--- src/shared/chg_pkg.sv ---
// Constants, field layout and state types of the charger status-flag block.
// Assumes a single 200 MHz clock and an AXI4-Lite master with 32-bit data.
package chg_pkg;

  // ----------------------------------------------------------------
  // Clock and timing
  // ----------------------------------------------------------------
  localparam int          CLK_MHZ            = 200;
  localparam int          ALERT_DELAY_US     = 8000;  // Centre of the 6 to 10 ms window
  localparam int          ALERT_MIN_US       = 6000;
  localparam int          ALERT_MAX_US       = 10000;
  localparam int          DEGLITCH_US        = 8000;
  localparam int          COUNT_W            = 24;
  localparam logic [23:0] ALERT_CYCLES       = 24'(ALERT_DELAY_US * CLK_MHZ);
  localparam logic [23:0] DEGLITCH_CYCLES    = 24'(DEGLITCH_US * CLK_MHZ);

  // ----------------------------------------------------------------
  // Register map (index; byte address is four times the index)
  // ----------------------------------------------------------------
  localparam int          ADDR_W             = 10;
  localparam logic [7:0]  IDX_CTRL           = 8'h12;
  localparam logic [7:0]  IDX_STATUS         = 8'h13;
  localparam logic [7:0]  IDX_VOLT           = 8'h15;
  localparam logic [7:0]  IDX_IRQ_STAT       = 8'h20;
  localparam logic [7:0]  IDX_IRQ_MASK       = 8'h21;
  localparam logic [1:0]  RESP_OKAY          = 2'h0;
  localparam logic [1:0]  RESP_SLVERR        = 2'h2;

  // ----------------------------------------------------------------
  // Fields and reset values
  // ----------------------------------------------------------------
  localparam int          CTRL_INHIBIT_BIT   = 0;
  localparam int          CTRL_LEARN_BIT     = 4;
  localparam int          CTRL_DEP_LSB       = 9;
  localparam int          CTRL_DEP_MSB       = 11;
  localparam int          ST_DEPLETED_BIT    = 11;
  localparam int          ST_RANGE_BIT       = 12;
  localparam int          ST_BAT_OVER_BIT    = 13;
  localparam int          ST_BAT_PRES_BIT    = 14;
  localparam int          ST_ADAPTER_BIT     = 15;
  localparam logic [15:0] STATUS_MASK        = 16'hF800;
  localparam logic [15:0] CTRL_RST           = 16'h0000;
  localparam logic [15:0] VOLT_RST           = 16'h0000;
  localparam logic [15:0] IRQ_MASK_RST       = 16'h0000;

  // ----------------------------------------------------------------
  // Charge voltage decode, millivolts
  // ----------------------------------------------------------------
  localparam logic [15:0] V_WAKE_MV          = 16'h2328;  // 9000
  localparam logic [15:0] V3_LO_MV           = 16'h2EE0;  // 12000
  localparam logic [15:0] V3_HI_MV           = 16'h3840;  // 14400
  localparam logic [15:0] V4_LO_MV           = 16'h3E80;  // 16000
  localparam logic [15:0] V4_HI_MV           = 16'h4B00;  // 19200
  localparam logic [15:0] VSTEP_MASK         = 16'hFFF0;  // 16 mV converter step
  localparam logic [15:0] DEP_BASE_MV        = 16'h0AF0;  // 2800 per cell
  localparam logic [15:0] DEP_STEP_MV        = 16'h0064;  // 100 per code

  // ----------------------------------------------------------------
  // Comparator inputs, one bit each in the synchroniser vector
  // ----------------------------------------------------------------
  localparam int          NIN                = 8;
  localparam int          IN_ADAPTER         = 0;
  localparam int          IN_POR_ADAPTER     = 1;
  localparam int          IN_POR_SUPPLY      = 2;
  localparam int          IN_BAT_DETECT      = 3;
  localparam int          IN_BAT_OVER_ADP    = 4;
  localparam int          IN_NEAR_BAT        = 5;
  localparam int          IN_HYST_CLEAR      = 6;
  localparam int          IN_BAT_DEPLETED    = 7;

  // ----------------------------------------------------------------
  // State types
  // ----------------------------------------------------------------
  typedef enum logic [2:0] {
    BYP_OFF  = 3'b001,
    BYP_WAIT = 3'b010,
    BYP_ON   = 3'b100
  } chg_byp_type;

  typedef enum logic [2:0] {
    ALR_IDLE = 3'b001,
    ALR_WAIT = 3'b010,
    ALR_HIGH = 3'b100
  } chg_alr_type;

  typedef struct packed {
    logic [NIN-1:0]     s1;
    logic [NIN-1:0]     s2;
    logic [NIN-1:0]     s3;
    logic [NIN-1:0]     lvl;
    logic [15:0]        ctrl;
    logic [15:0]        volt;
    logic [15:0]        irq_stat;
    logic [15:0]        irq_mask;
    logic [15:0]        prev_stat;
    logic               aw_got;
    logic [ADDR_W-1:0]  awaddr;
    logic               w_got;
    logic [31:0]        wdata;
    logic [3:0]         wstrb;
    logic               bvalid;
    logic [1:0]         bresp;
    logic               rvalid;
    logic [31:0]        rdata;
    logic [1:0]         rresp;
    chg_byp_type        byp;
    logic [COUNT_W-1:0] byp_cnt;
    chg_alr_type        alr;
    logic [COUNT_W-1:0] alr_cnt;
    logic               bat_fet;
    logic               adp_fet;
    logic               chg_en;
    logic               vref_en;
    logic               gdr_en;
    logic [15:0]        target;
    logic [15:0]        dep_thr;
  } chg_state_type;

endpackage

--- src/verilog/chg_flags.sv ---
// Status flags, protection decisions and register slave of the charger.
// Assumes comparator outputs arrive asynchronously and one AXI4-Lite master.
//
// What this block does
// - Status bit 11 high while battery is below the selected depleted threshold.
// - Depleted threshold is per cell, times three or four cells from voltage.
// - Depleted battery turns battery FET off; adapter FET on if learning with adapter.
// - Status bit 12 high while programmed charge voltage is outside valid range.
// - Valid voltages 9 V, 12-14.4 V, 16-19.2 V; rounded down to converter step.
// - Above 19.2 V charging stays enabled and target clamps to 19.2 V.
// - Below 12 V (not 9 V) or 14.4-16 V: no charge, flag, alert.
// - A value of 9000 mV regulates 9 V for battery wake-up.
// - Status bit 13 high while battery voltage exceeds adapter voltage.
// - Bypass FET off at once near battery; back on after 8 ms and hysteresis.
// - Status bit 14 high while thermistor sense is below detect threshold.
// - Charging stops at once, autonomously, when no battery is detected.
// - Status bit 15 high while adapter detect is above its threshold.
// - No charging and five volt reference off until adapter is detected.
// - Bus answers only once adapter detect and supply pass their wake levels.
// - Alert rises 6 to 10 ms after any status bit toggles.
// - Adapter connects to system only while present and learn mode is off or battery is depleted.
//
// The AXI4-Lite slave port and the register offsets were chosen for this implementation.
`timescale 1ns/1ps

module chg_flags
  import chg_pkg::*;
#(
  parameter logic [23:0] ALERT_CYCLES_P    = ALERT_CYCLES,
  parameter logic [23:0] DEGLITCH_CYCLES_P = DEGLITCH_CYCLES
)(
  input  wire logic              mclk,
  input  wire logic              rst_b,
  input  wire logic [ADDR_W-1:0] s_axi_awaddr,
  input  wire logic              s_axi_awvalid,
  output logic                   s_axi_awready,
  input  wire logic [31:0]       s_axi_wdata,
  input  wire logic [3:0]        s_axi_wstrb,
  input  wire logic              s_axi_wvalid,
  output logic                   s_axi_wready,
  output logic [1:0]             s_axi_bresp,
  output logic                   s_axi_bvalid,
  input  wire logic              s_axi_bready,
  input  wire logic [ADDR_W-1:0] s_axi_araddr,
  input  wire logic              s_axi_arvalid,
  output logic                   s_axi_arready,
  output logic [31:0]            s_axi_rdata,
  output logic [1:0]             s_axi_rresp,
  output logic                   s_axi_rvalid,
  input  wire logic              s_axi_rready,
  input  wire logic              adapter_detect_input,
  input  wire logic              adapter_wake_input,
  input  wire logic              supply_wake_input,
  input  wire logic              thermistor_sense_input,
  input  wire logic              battery_over_adapter_input,
  input  wire logic              input_near_battery_input,
  input  wire logic              input_hysteresis_clear_input,
  input  wire logic              battery_below_depleted_input,
  output logic                   battery_fet_drive,
  output logic                   adapter_fet_drive,
  output logic                   bypass_fet_drive,
  output logic                   charge_enable,
  output logic                   five_volt_reference,
  output logic                   gate_drive_regulator,
  output logic [15:0]            regulation_target_mv,
  output logic [15:0]            battery_depleted_threshold,
  output logic                   alert,
  output logic                   irq
);

  // ----------------------------------------------------------------
  // Helpers
  // ----------------------------------------------------------------
  function automatic logic hit(input logic [ADDR_W-1:0] addr, input logic [7:0] idx);
    hit = (addr[ADDR_W-1:2] == idx);
  endfunction

  // Only the low two byte lanes carry data; upper lanes are dropped.
  function automatic logic [15:0] merge(input logic [15:0] old, input logic [31:0] data,
                                        input logic [3:0] strb);
    merge = old;
    if (strb[0]) begin
      merge[7:0] = data[7:0];
    end
    if (strb[1]) begin
      merge[15:8] = data[15:8];
    end
  endfunction

  // ----------------------------------------------------------------
  // State
  // ----------------------------------------------------------------
  chg_state_type     r;
  chg_state_type     next_r;
  logic [NIN-1:0]    pins;
  logic [15:0]       status;
  logic [15:0]       toggles;
  logic              bus_on;
  logic              depleted;
  logic              adapter;
  logic              bat_present;
  logic              learn;
  logic              v_bad;
  logic              chg_ok;
  logic              cells4;
  logic [15:0]       v_trunc;
  logic [15:0]       target;
  logic [15:0]       per_cell;
  logic              wr_do;
  logic              rd_do;
  logic              rd_status;
  logic [ADDR_W-1:0] wr_addr;
  logic [31:0]       wr_data;
  logic [3:0]        wr_strb;
  logic [15:0]       rd_val;
  logic              rd_hit;

  assign pins[IN_ADAPTER]      = adapter_detect_input;
  assign pins[IN_POR_ADAPTER]  = adapter_wake_input;
  assign pins[IN_POR_SUPPLY]   = supply_wake_input;
  assign pins[IN_BAT_DETECT]   = thermistor_sense_input;
  assign pins[IN_BAT_OVER_ADP] = battery_over_adapter_input;
  assign pins[IN_NEAR_BAT]     = input_near_battery_input;
  assign pins[IN_HYST_CLEAR]   = input_hysteresis_clear_input;
  assign pins[IN_BAT_DEPLETED] = battery_below_depleted_input;

  // ----------------------------------------------------------------
  // Decoded conditions
  // ----------------------------------------------------------------
  assign bus_on      = r.lvl[IN_POR_ADAPTER] & r.lvl[IN_POR_SUPPLY];
  assign depleted    = r.lvl[IN_BAT_DEPLETED];
  assign adapter     = r.lvl[IN_ADAPTER];
  assign bat_present = r.lvl[IN_BAT_DETECT];
  assign learn       = r.ctrl[CTRL_LEARN_BIT];
  assign v_trunc     = r.volt & VSTEP_MASK;

  always_comb begin
    v_bad  = 1'b0;
    chg_ok = 1'b1;
    cells4 = 1'b0;
    target = v_trunc;
    if (r.volt == V_WAKE_MV) begin
      target = V_WAKE_MV;
    end else if (r.volt >= V3_LO_MV && r.volt <= V3_HI_MV) begin
      cells4 = 1'b0;
    end else if (r.volt >= V4_LO_MV && r.volt <= V4_HI_MV) begin
      cells4 = 1'b1;
    end else if (r.volt > V4_HI_MV) begin
      v_bad  = 1'b1;
      cells4 = 1'b1;
      target = V4_HI_MV;
    end else begin
      v_bad  = 1'b1;
      chg_ok = 1'b0;
      target = 16'h0000;
    end
  end

  assign per_cell = DEP_BASE_MV + 16'(r.ctrl[CTRL_DEP_MSB:CTRL_DEP_LSB]) * DEP_STEP_MV;

  // Flags are rebuilt from live levels, never stored by a write
  always_comb begin
    status                  = 16'h0000;
    status[ST_DEPLETED_BIT] = depleted;
    status[ST_RANGE_BIT]    = v_bad;
    status[ST_BAT_OVER_BIT] = r.lvl[IN_BAT_OVER_ADP];
    status[ST_BAT_PRES_BIT] = bat_present;
    status[ST_ADAPTER_BIT]  = adapter;
  end

  assign toggles = (status ^ r.prev_stat) & STATUS_MASK;

  // ----------------------------------------------------------------
  // Register bus
  // ----------------------------------------------------------------
  assign s_axi_awready = bus_on & ~r.aw_got & ~r.bvalid;
  assign s_axi_wready  = bus_on & ~r.w_got & ~r.bvalid;
  assign s_axi_arready = bus_on & ~r.rvalid;

  assign wr_addr = r.aw_got ? r.awaddr : s_axi_awaddr;
  assign wr_data = r.w_got ? r.wdata : s_axi_wdata;
  assign wr_strb = r.w_got ? r.wstrb : s_axi_wstrb;
  assign wr_do   = (r.aw_got | (s_axi_awvalid & s_axi_awready))
                 & (r.w_got | (s_axi_wvalid & s_axi_wready));
  assign rd_do   = s_axi_arvalid & s_axi_arready;
  assign rd_status = rd_do & hit(s_axi_araddr, IDX_STATUS);

  always_comb begin
    rd_val = 16'h0000;
    rd_hit = 1'b1;
    if (hit(s_axi_araddr, IDX_CTRL)) begin
      rd_val = r.ctrl;
    end else if (hit(s_axi_araddr, IDX_STATUS)) begin
      rd_val = status;
    end else if (hit(s_axi_araddr, IDX_VOLT)) begin
      rd_val = r.volt;
    end else if (hit(s_axi_araddr, IDX_IRQ_STAT)) begin
      rd_val = r.irq_stat;
    end else if (hit(s_axi_araddr, IDX_IRQ_MASK)) begin
      rd_val = r.irq_mask;
    end else begin
      rd_hit = 1'b0;
    end
  end

  // ----------------------------------------------------------------
  // Next state
  // ----------------------------------------------------------------
  always_comb begin
    next_r = r;

    // Three-stage sync; a level moves only when stages two and three agree
    next_r.s1  = pins;
    next_r.s2  = r.s1;
    next_r.s3  = r.s2;
    next_r.lvl = (r.s2 & r.s3) | (r.lvl & (r.s2 | r.s3));

    next_r.prev_stat = status;

    // Write channel: address and data taken in either order
    if (s_axi_awvalid & s_axi_awready) begin
      next_r.aw_got = 1'b1;
      next_r.awaddr = s_axi_awaddr;
    end
    if (s_axi_wvalid & s_axi_wready) begin
      next_r.w_got = 1'b1;
      next_r.wdata = s_axi_wdata;
      next_r.wstrb = s_axi_wstrb;
    end

    // Event sets are applied after the clear so a coincident event survives
    next_r.irq_stat = r.irq_stat;
    if (wr_do) begin
      next_r.aw_got = 1'b0;
      next_r.w_got  = 1'b0;
      next_r.bvalid = 1'b1;
      next_r.bresp  = RESP_OKAY;
      if (hit(wr_addr, IDX_CTRL)) begin
        next_r.ctrl = merge(r.ctrl, wr_data, wr_strb);
      end else if (hit(wr_addr, IDX_VOLT)) begin
        next_r.volt = merge(r.volt, wr_data, wr_strb);
      end else if (hit(wr_addr, IDX_IRQ_STAT)) begin
        next_r.irq_stat = r.irq_stat & ~merge(16'h0000, wr_data, wr_strb);
      end else if (hit(wr_addr, IDX_IRQ_MASK)) begin
        next_r.irq_mask = merge(r.irq_mask, wr_data, wr_strb) & STATUS_MASK;
      end else if (!hit(wr_addr, IDX_STATUS)) begin
        next_r.bresp = RESP_SLVERR;
      end
    end else if (r.bvalid & s_axi_bready) begin
      next_r.bvalid = 1'b0;
    end
    next_r.irq_stat = next_r.irq_stat | toggles;

    if (rd_do) begin
      next_r.rvalid = 1'b1;
      next_r.rdata  = {16'h0000, rd_val};
      next_r.rresp  = rd_hit ? RESP_OKAY : RESP_SLVERR;
    end else if (r.rvalid & s_axi_rready) begin
      next_r.rvalid = 1'b0;
    end

    // Bypass FET: drop at once, return only after a quiet deglitch span
    next_r.byp_cnt = '0;
    unique case (r.byp)
      BYP_OFF: begin
        if (!r.lvl[IN_NEAR_BAT] && r.lvl[IN_HYST_CLEAR]) begin
          next_r.byp = BYP_WAIT;
        end
      end
      BYP_WAIT: begin
        if (r.lvl[IN_NEAR_BAT] || !r.lvl[IN_HYST_CLEAR]) begin
          next_r.byp = BYP_OFF;
        end else if (r.byp_cnt == DEGLITCH_CYCLES_P - 24'h000001) begin
          next_r.byp = BYP_ON;
        end else begin
          next_r.byp_cnt = r.byp_cnt + 24'h000001;
        end
      end
      BYP_ON: begin
        if (r.lvl[IN_NEAR_BAT]) begin
          next_r.byp = BYP_OFF;
        end
      end
      default: begin
        next_r.byp = BYP_OFF;
      end
    endcase

    // Alert: delayed rise after a toggle, dropped by a status read
    next_r.alr_cnt = '0;
    unique case (r.alr)
      ALR_IDLE: begin
        if (|toggles) begin
          next_r.alr = ALR_WAIT;
        end
      end
      ALR_WAIT: begin
        if (r.alr_cnt == ALERT_CYCLES_P - 24'h000001) begin
          next_r.alr = ALR_HIGH;
        end else begin
          next_r.alr_cnt = r.alr_cnt + 24'h000001;
        end
      end
      ALR_HIGH: begin
        if (rd_status) begin
          next_r.alr = (|toggles) ? ALR_WAIT : ALR_IDLE;
        end
      end
      default: begin
        next_r.alr = ALR_IDLE;
      end
    endcase

    // Power path and charger decisions
    next_r.bat_fet = ~depleted;
    next_r.adp_fet = adapter & (~learn | depleted);
    next_r.chg_en  = adapter & bat_present & chg_ok
                   & ~r.ctrl[CTRL_INHIBIT_BIT];
    next_r.vref_en = adapter;
    next_r.gdr_en  = bus_on;
    next_r.target  = target;
    next_r.dep_thr = cells4 ? (per_cell << 2) : ((per_cell << 1) + per_cell);
  end

  always_ff @(posedge mclk or negedge rst_b) begin
    if (!rst_b) begin
      r          <= '0;
      r.ctrl     <= CTRL_RST;
      r.volt     <= VOLT_RST;
      r.irq_mask <= IRQ_MASK_RST;
      r.byp      <= BYP_OFF;
      r.alr      <= ALR_IDLE;
    end else begin
      r <= next_r;
    end
  end

  // ----------------------------------------------------------------
  // Outputs
  // ----------------------------------------------------------------
  assign s_axi_bvalid               = r.bvalid;
  assign s_axi_bresp                = r.bresp;
  assign s_axi_rvalid               = r.rvalid;
  assign s_axi_rdata                = r.rdata;
  assign s_axi_rresp                = r.rresp;
  assign battery_fet_drive          = r.bat_fet;
  assign adapter_fet_drive          = r.adp_fet;
  assign bypass_fet_drive           = (r.byp == BYP_ON);
  assign charge_enable              = r.chg_en;
  assign five_volt_reference        = r.vref_en;
  assign gate_drive_regulator       = r.gdr_en;
  assign regulation_target_mv       = r.target;
  assign battery_depleted_threshold = r.dep_thr;
  assign alert                      = (r.alr == ALR_HIGH);
  assign irq                        = |(r.irq_stat & r.irq_mask);

endmodule

--- config.mk ---
export PLATFORM = sky130hd
export DESIGN_NAME = chg_flags
export DESIGN_NICKNAME = d
export VERILOG_FILES = /design/src/shared/chg_pkg.sv /design/src/verilog/chg_flags.sv
export SDC_FILE = /design/constraint.sdc
export NUM_CORES = 1
export LEC_CHECK = 0
export ABC_AREA = 1
export BUFFER_PORTS_ARGS = -buffer_cell sky130_fd_sc_hd__buf_2
export CAP_MARGIN = 20
export CORE_ASPECT_RATIO = 1.1
export CORE_MARGIN = 8
export CORE_UTILIZATION = 58
export CTS_CLUSTER_SIZE = 10
export DETAILED_ROUTE_END_ITERATION = 10
export PLACE_DENSITY = 0.81
export SETUP_SLACK_MARGIN = 0.02
export SLEW_MARGIN = 0
export SYNTH_ARGS = -nofsm -noshare
export SYNTH_HDL_FRONTEND = slang
export SYNTH_SLANG_ARGS = --single-unit
--- constraint.sdc ---
create_clock -name mclk -period 3.34 [get_ports mclk]
set_input_delay 1.002 -clock mclk [delete_from_list [all_inputs] [get_ports mclk]]
set_output_delay 1.002 -clock mclk [all_outputs]
set_load 0.05 [all_outputs]
==> metrics.txt <==
status finished, final reports clean; post-cts resize count 0; vias per cell 5.317; Area Growth Syn to Fin 10.42%; Worst Path Max Fanout 5; Synth Warn # 0; worst skew pair latency 0.51 ns; worst setup margin 0.3776 ns; fmax 0.3376 GHz; Worst Hold Slack 0.3453 ns; worst slack, placed 0.3949 ns; register area 5533 sq um; Die ar. 23,360 sq um; post-route cell area 11,990 sq um; nets@finish 1,404; most frequent cells in the layout nand2_1 (251), dfrtp_1 (219), inv_1 (144), buf_2 (103), nor2_1 (102); RSZ-0062 raised after global routing false; endpoints failing hold 0; worst setup path category reg2reg; commonest non-fill, non-tap cell in the layout nand2_1; Row Count 52; Final Max Slew Viols 0; Detailed Routing Iterations Pass 1 5; Cell Area, Synth 10,860 sq um; Worst Max-Slew Pin Slew 0.8083 ns; syn_area_per_cell 8.779 sq um; Antenna Cells 0; Placed Cells 1,530; Clock Skews 0.008341 ns; fraction of layout cells with a size suffix above 1 15.01%; H-Tree Depth 1; # fillers 1,563; Worst-path clk slew 0.05 ns; Worst Hold Class reg2reg; Ports 152; Cell variety after synth 63; initial antenna violation count 0; Post-synth EDFFs 0; CP required 3.78 ns; Post-synth top flop dfrtp_1; initial DRC count 498; TritonCTS clock tree built; area of the multi-input gates 4209 sq um; number of global-route vias before repair 8,375; first-pass GRT wire length 39.87 mm; clk sink count 221; Cells after Synth 1,237; max-cap violations 0; core area 18,410 sq um; # Post-CTS Setup Buffers 0; Final Util 65.12%; Final Cycle Share 88.70%; overall power 7.338 mW; arrival time at the worst endpoint 3.40 ns; Die Ht 159.5 microns; Yosys reg bits 221; Final HPWL DP 17.53 mm; Non-Filler Instances 1,569; I/O Buffers 104; root buffer cell clkbuf_16; post-route ant nets 0; fin crit period 2.962 ns; Num CTS Buffers 26; Slew headroom 45.54%; Seq/Total Area, Yosys 50.95%; Die W 146.5 microns; Placement Cell Area 11,260 sq um; Placer Congestion 0.9252; hold-fix buffers at CTS 0; DRC errors left 0; pin count of the biggest net entering global routing 83; Pwr per Cell Area 612.0 nW/um^2; All-Layer GR Usage 20.26%; Worst Setup Start Kind flip-flop; DR vias 8,343; CTS Buffer Depth 3; Initial Utilization 58.98%; Peak VDD IR 0.4338 mV; Fin Setup TNS 0 ns; drt wl/cell 15.14 microns; LEAKAGE 5.835 nW; Post-synth ARST share 100.0%; drt total wl 23.75 mm; total grt overflow 0; Critical Path End Type flip-flop; Final setup violation count 0
-- per-layer routing --
metal | track usage, % | part of all wire [%]
met1 | 25.71 | 44
met2 | 34.73 | 49
met3 | 3.354 | 4.7
met4 | 6.376 | 2.2
met5 | 0 | 0
-- layout make-up --
cell class              count  area share, %
inverters                 150          4.727
clock inverters             1        0.04174
repair buffers            116          5.385
clock buffers              38          6.063
flip-flops and latches    221          46.14
multi-input cells         800          35.10
well taps                 243          2.536
-- flip-flops by register name, summed over array words and instances (netlist names), 12 cells and up --
| name | flops |
|---|---|
| battery_depleted_threshold | 12 |
| next_r | 17 |
| r | 151 |
| regulation_target_mv | 13 |
| s_axi_rdata | 16 |
-- Yosys cell counts, types with 5 or more instances --
master,instances,share of area [%]
o21ai_1,31,1.4
a21oi_1,45,2.1
ha_1,17,2.0
a221oi_1,8,0.65
dfrtp_1,219,50
xor2_1,10,0.81
maj3_1,8,0.74
nor4_1,11,0.63
a31oi_1,8,0.46
o31ai_1,5,0.35
a21oi_2,5,0.40
o21ai_0,101,4.7
nor2_1,102,3.5
clkbuf_1,12,0.41
buf_4,69,4.8
inv_1,144,5.0
nand4_1,15,0.86
nand2_1,251,8.7
nand3_1,47,2.2
buf_6,5,0.52
a211oi_1,6,0.41
a21boi_2,6,0.62
nor3_1,21,0.97
o21a_1,5,0.35
o21ai_2,12,0.97
xnor2_1,6,0.48
-- final timing paths --
path | startpoint | to | slack [ns] | cells after the start
min in group asynchronous | rst_b | r[170]$_DFFE_PN0P_ | 0.48 | 1
max in group asynchronous | rst_b | r[61]$_DFFE_PN1P_ | 2.06 | 2
worst max register to register | r[250]$_DFFE_PN0P_ | battery_depleted_threshold[11]$_DFF_PN0_ | 0.38 | 14
worst min register to register | next_r[273]$_DFF_PN0_ | next_r[265]$_DFF_PN0_ | 0.35 | 0
worst min-delay path | next_r[273]$_DFF_PN0_ | next_r[265]$_DFF_PN0_ | 0.35 | 0
worst max-delay path | r[250]$_DFFE_PN0P_ | battery_depleted_threshold[11]$_DFF_PN0_ | 0.38 | 14
-- worst max-delay path: stages, from the launching register on --
cell	delay (ns)
dfrtp_1	0.41
ha_1	0.23
inv_1	0.09
fa_1	0.45
inv_1	0.12
nand3_1	0.09
xnor2_1	0.29
ha_1	0.33
nand2_1	0.10
nor2_1	0.05
a211oi_1	0.16
o21ai_0	0.17
nand3_1	0.13
nand4_1	0.13
nand3_1	0.13
-- where the power goes --
part           switching (mW)  internal [mW]  total (mW)  leakage (nW)
Combinational            1.22          0.457        1.68          2.63
Clock                   0.997           1.48        2.48         0.356
Sequential              0.195           2.99        3.19          2.85
Total                    2.41           4.93        7.34          5.84
-- cells by family (layout without fill, tap and decap cells) --
kind of cell    count (synthesis)  in the layout  share of synthesized area [%]
xor+xnor                       16             16                          1.290
compound gates                246            246                          13.40
mux                             1              1                         0.1037
simple gates                  485            485                          20.19
flops                         221            221                          50.95
other cells                     1             26                        0.03453
buf+inv                       241            305                          11.15
fa+ha+maj                      26             26                          2.881
Note: power is estimated with default switching activity, not from simulation.
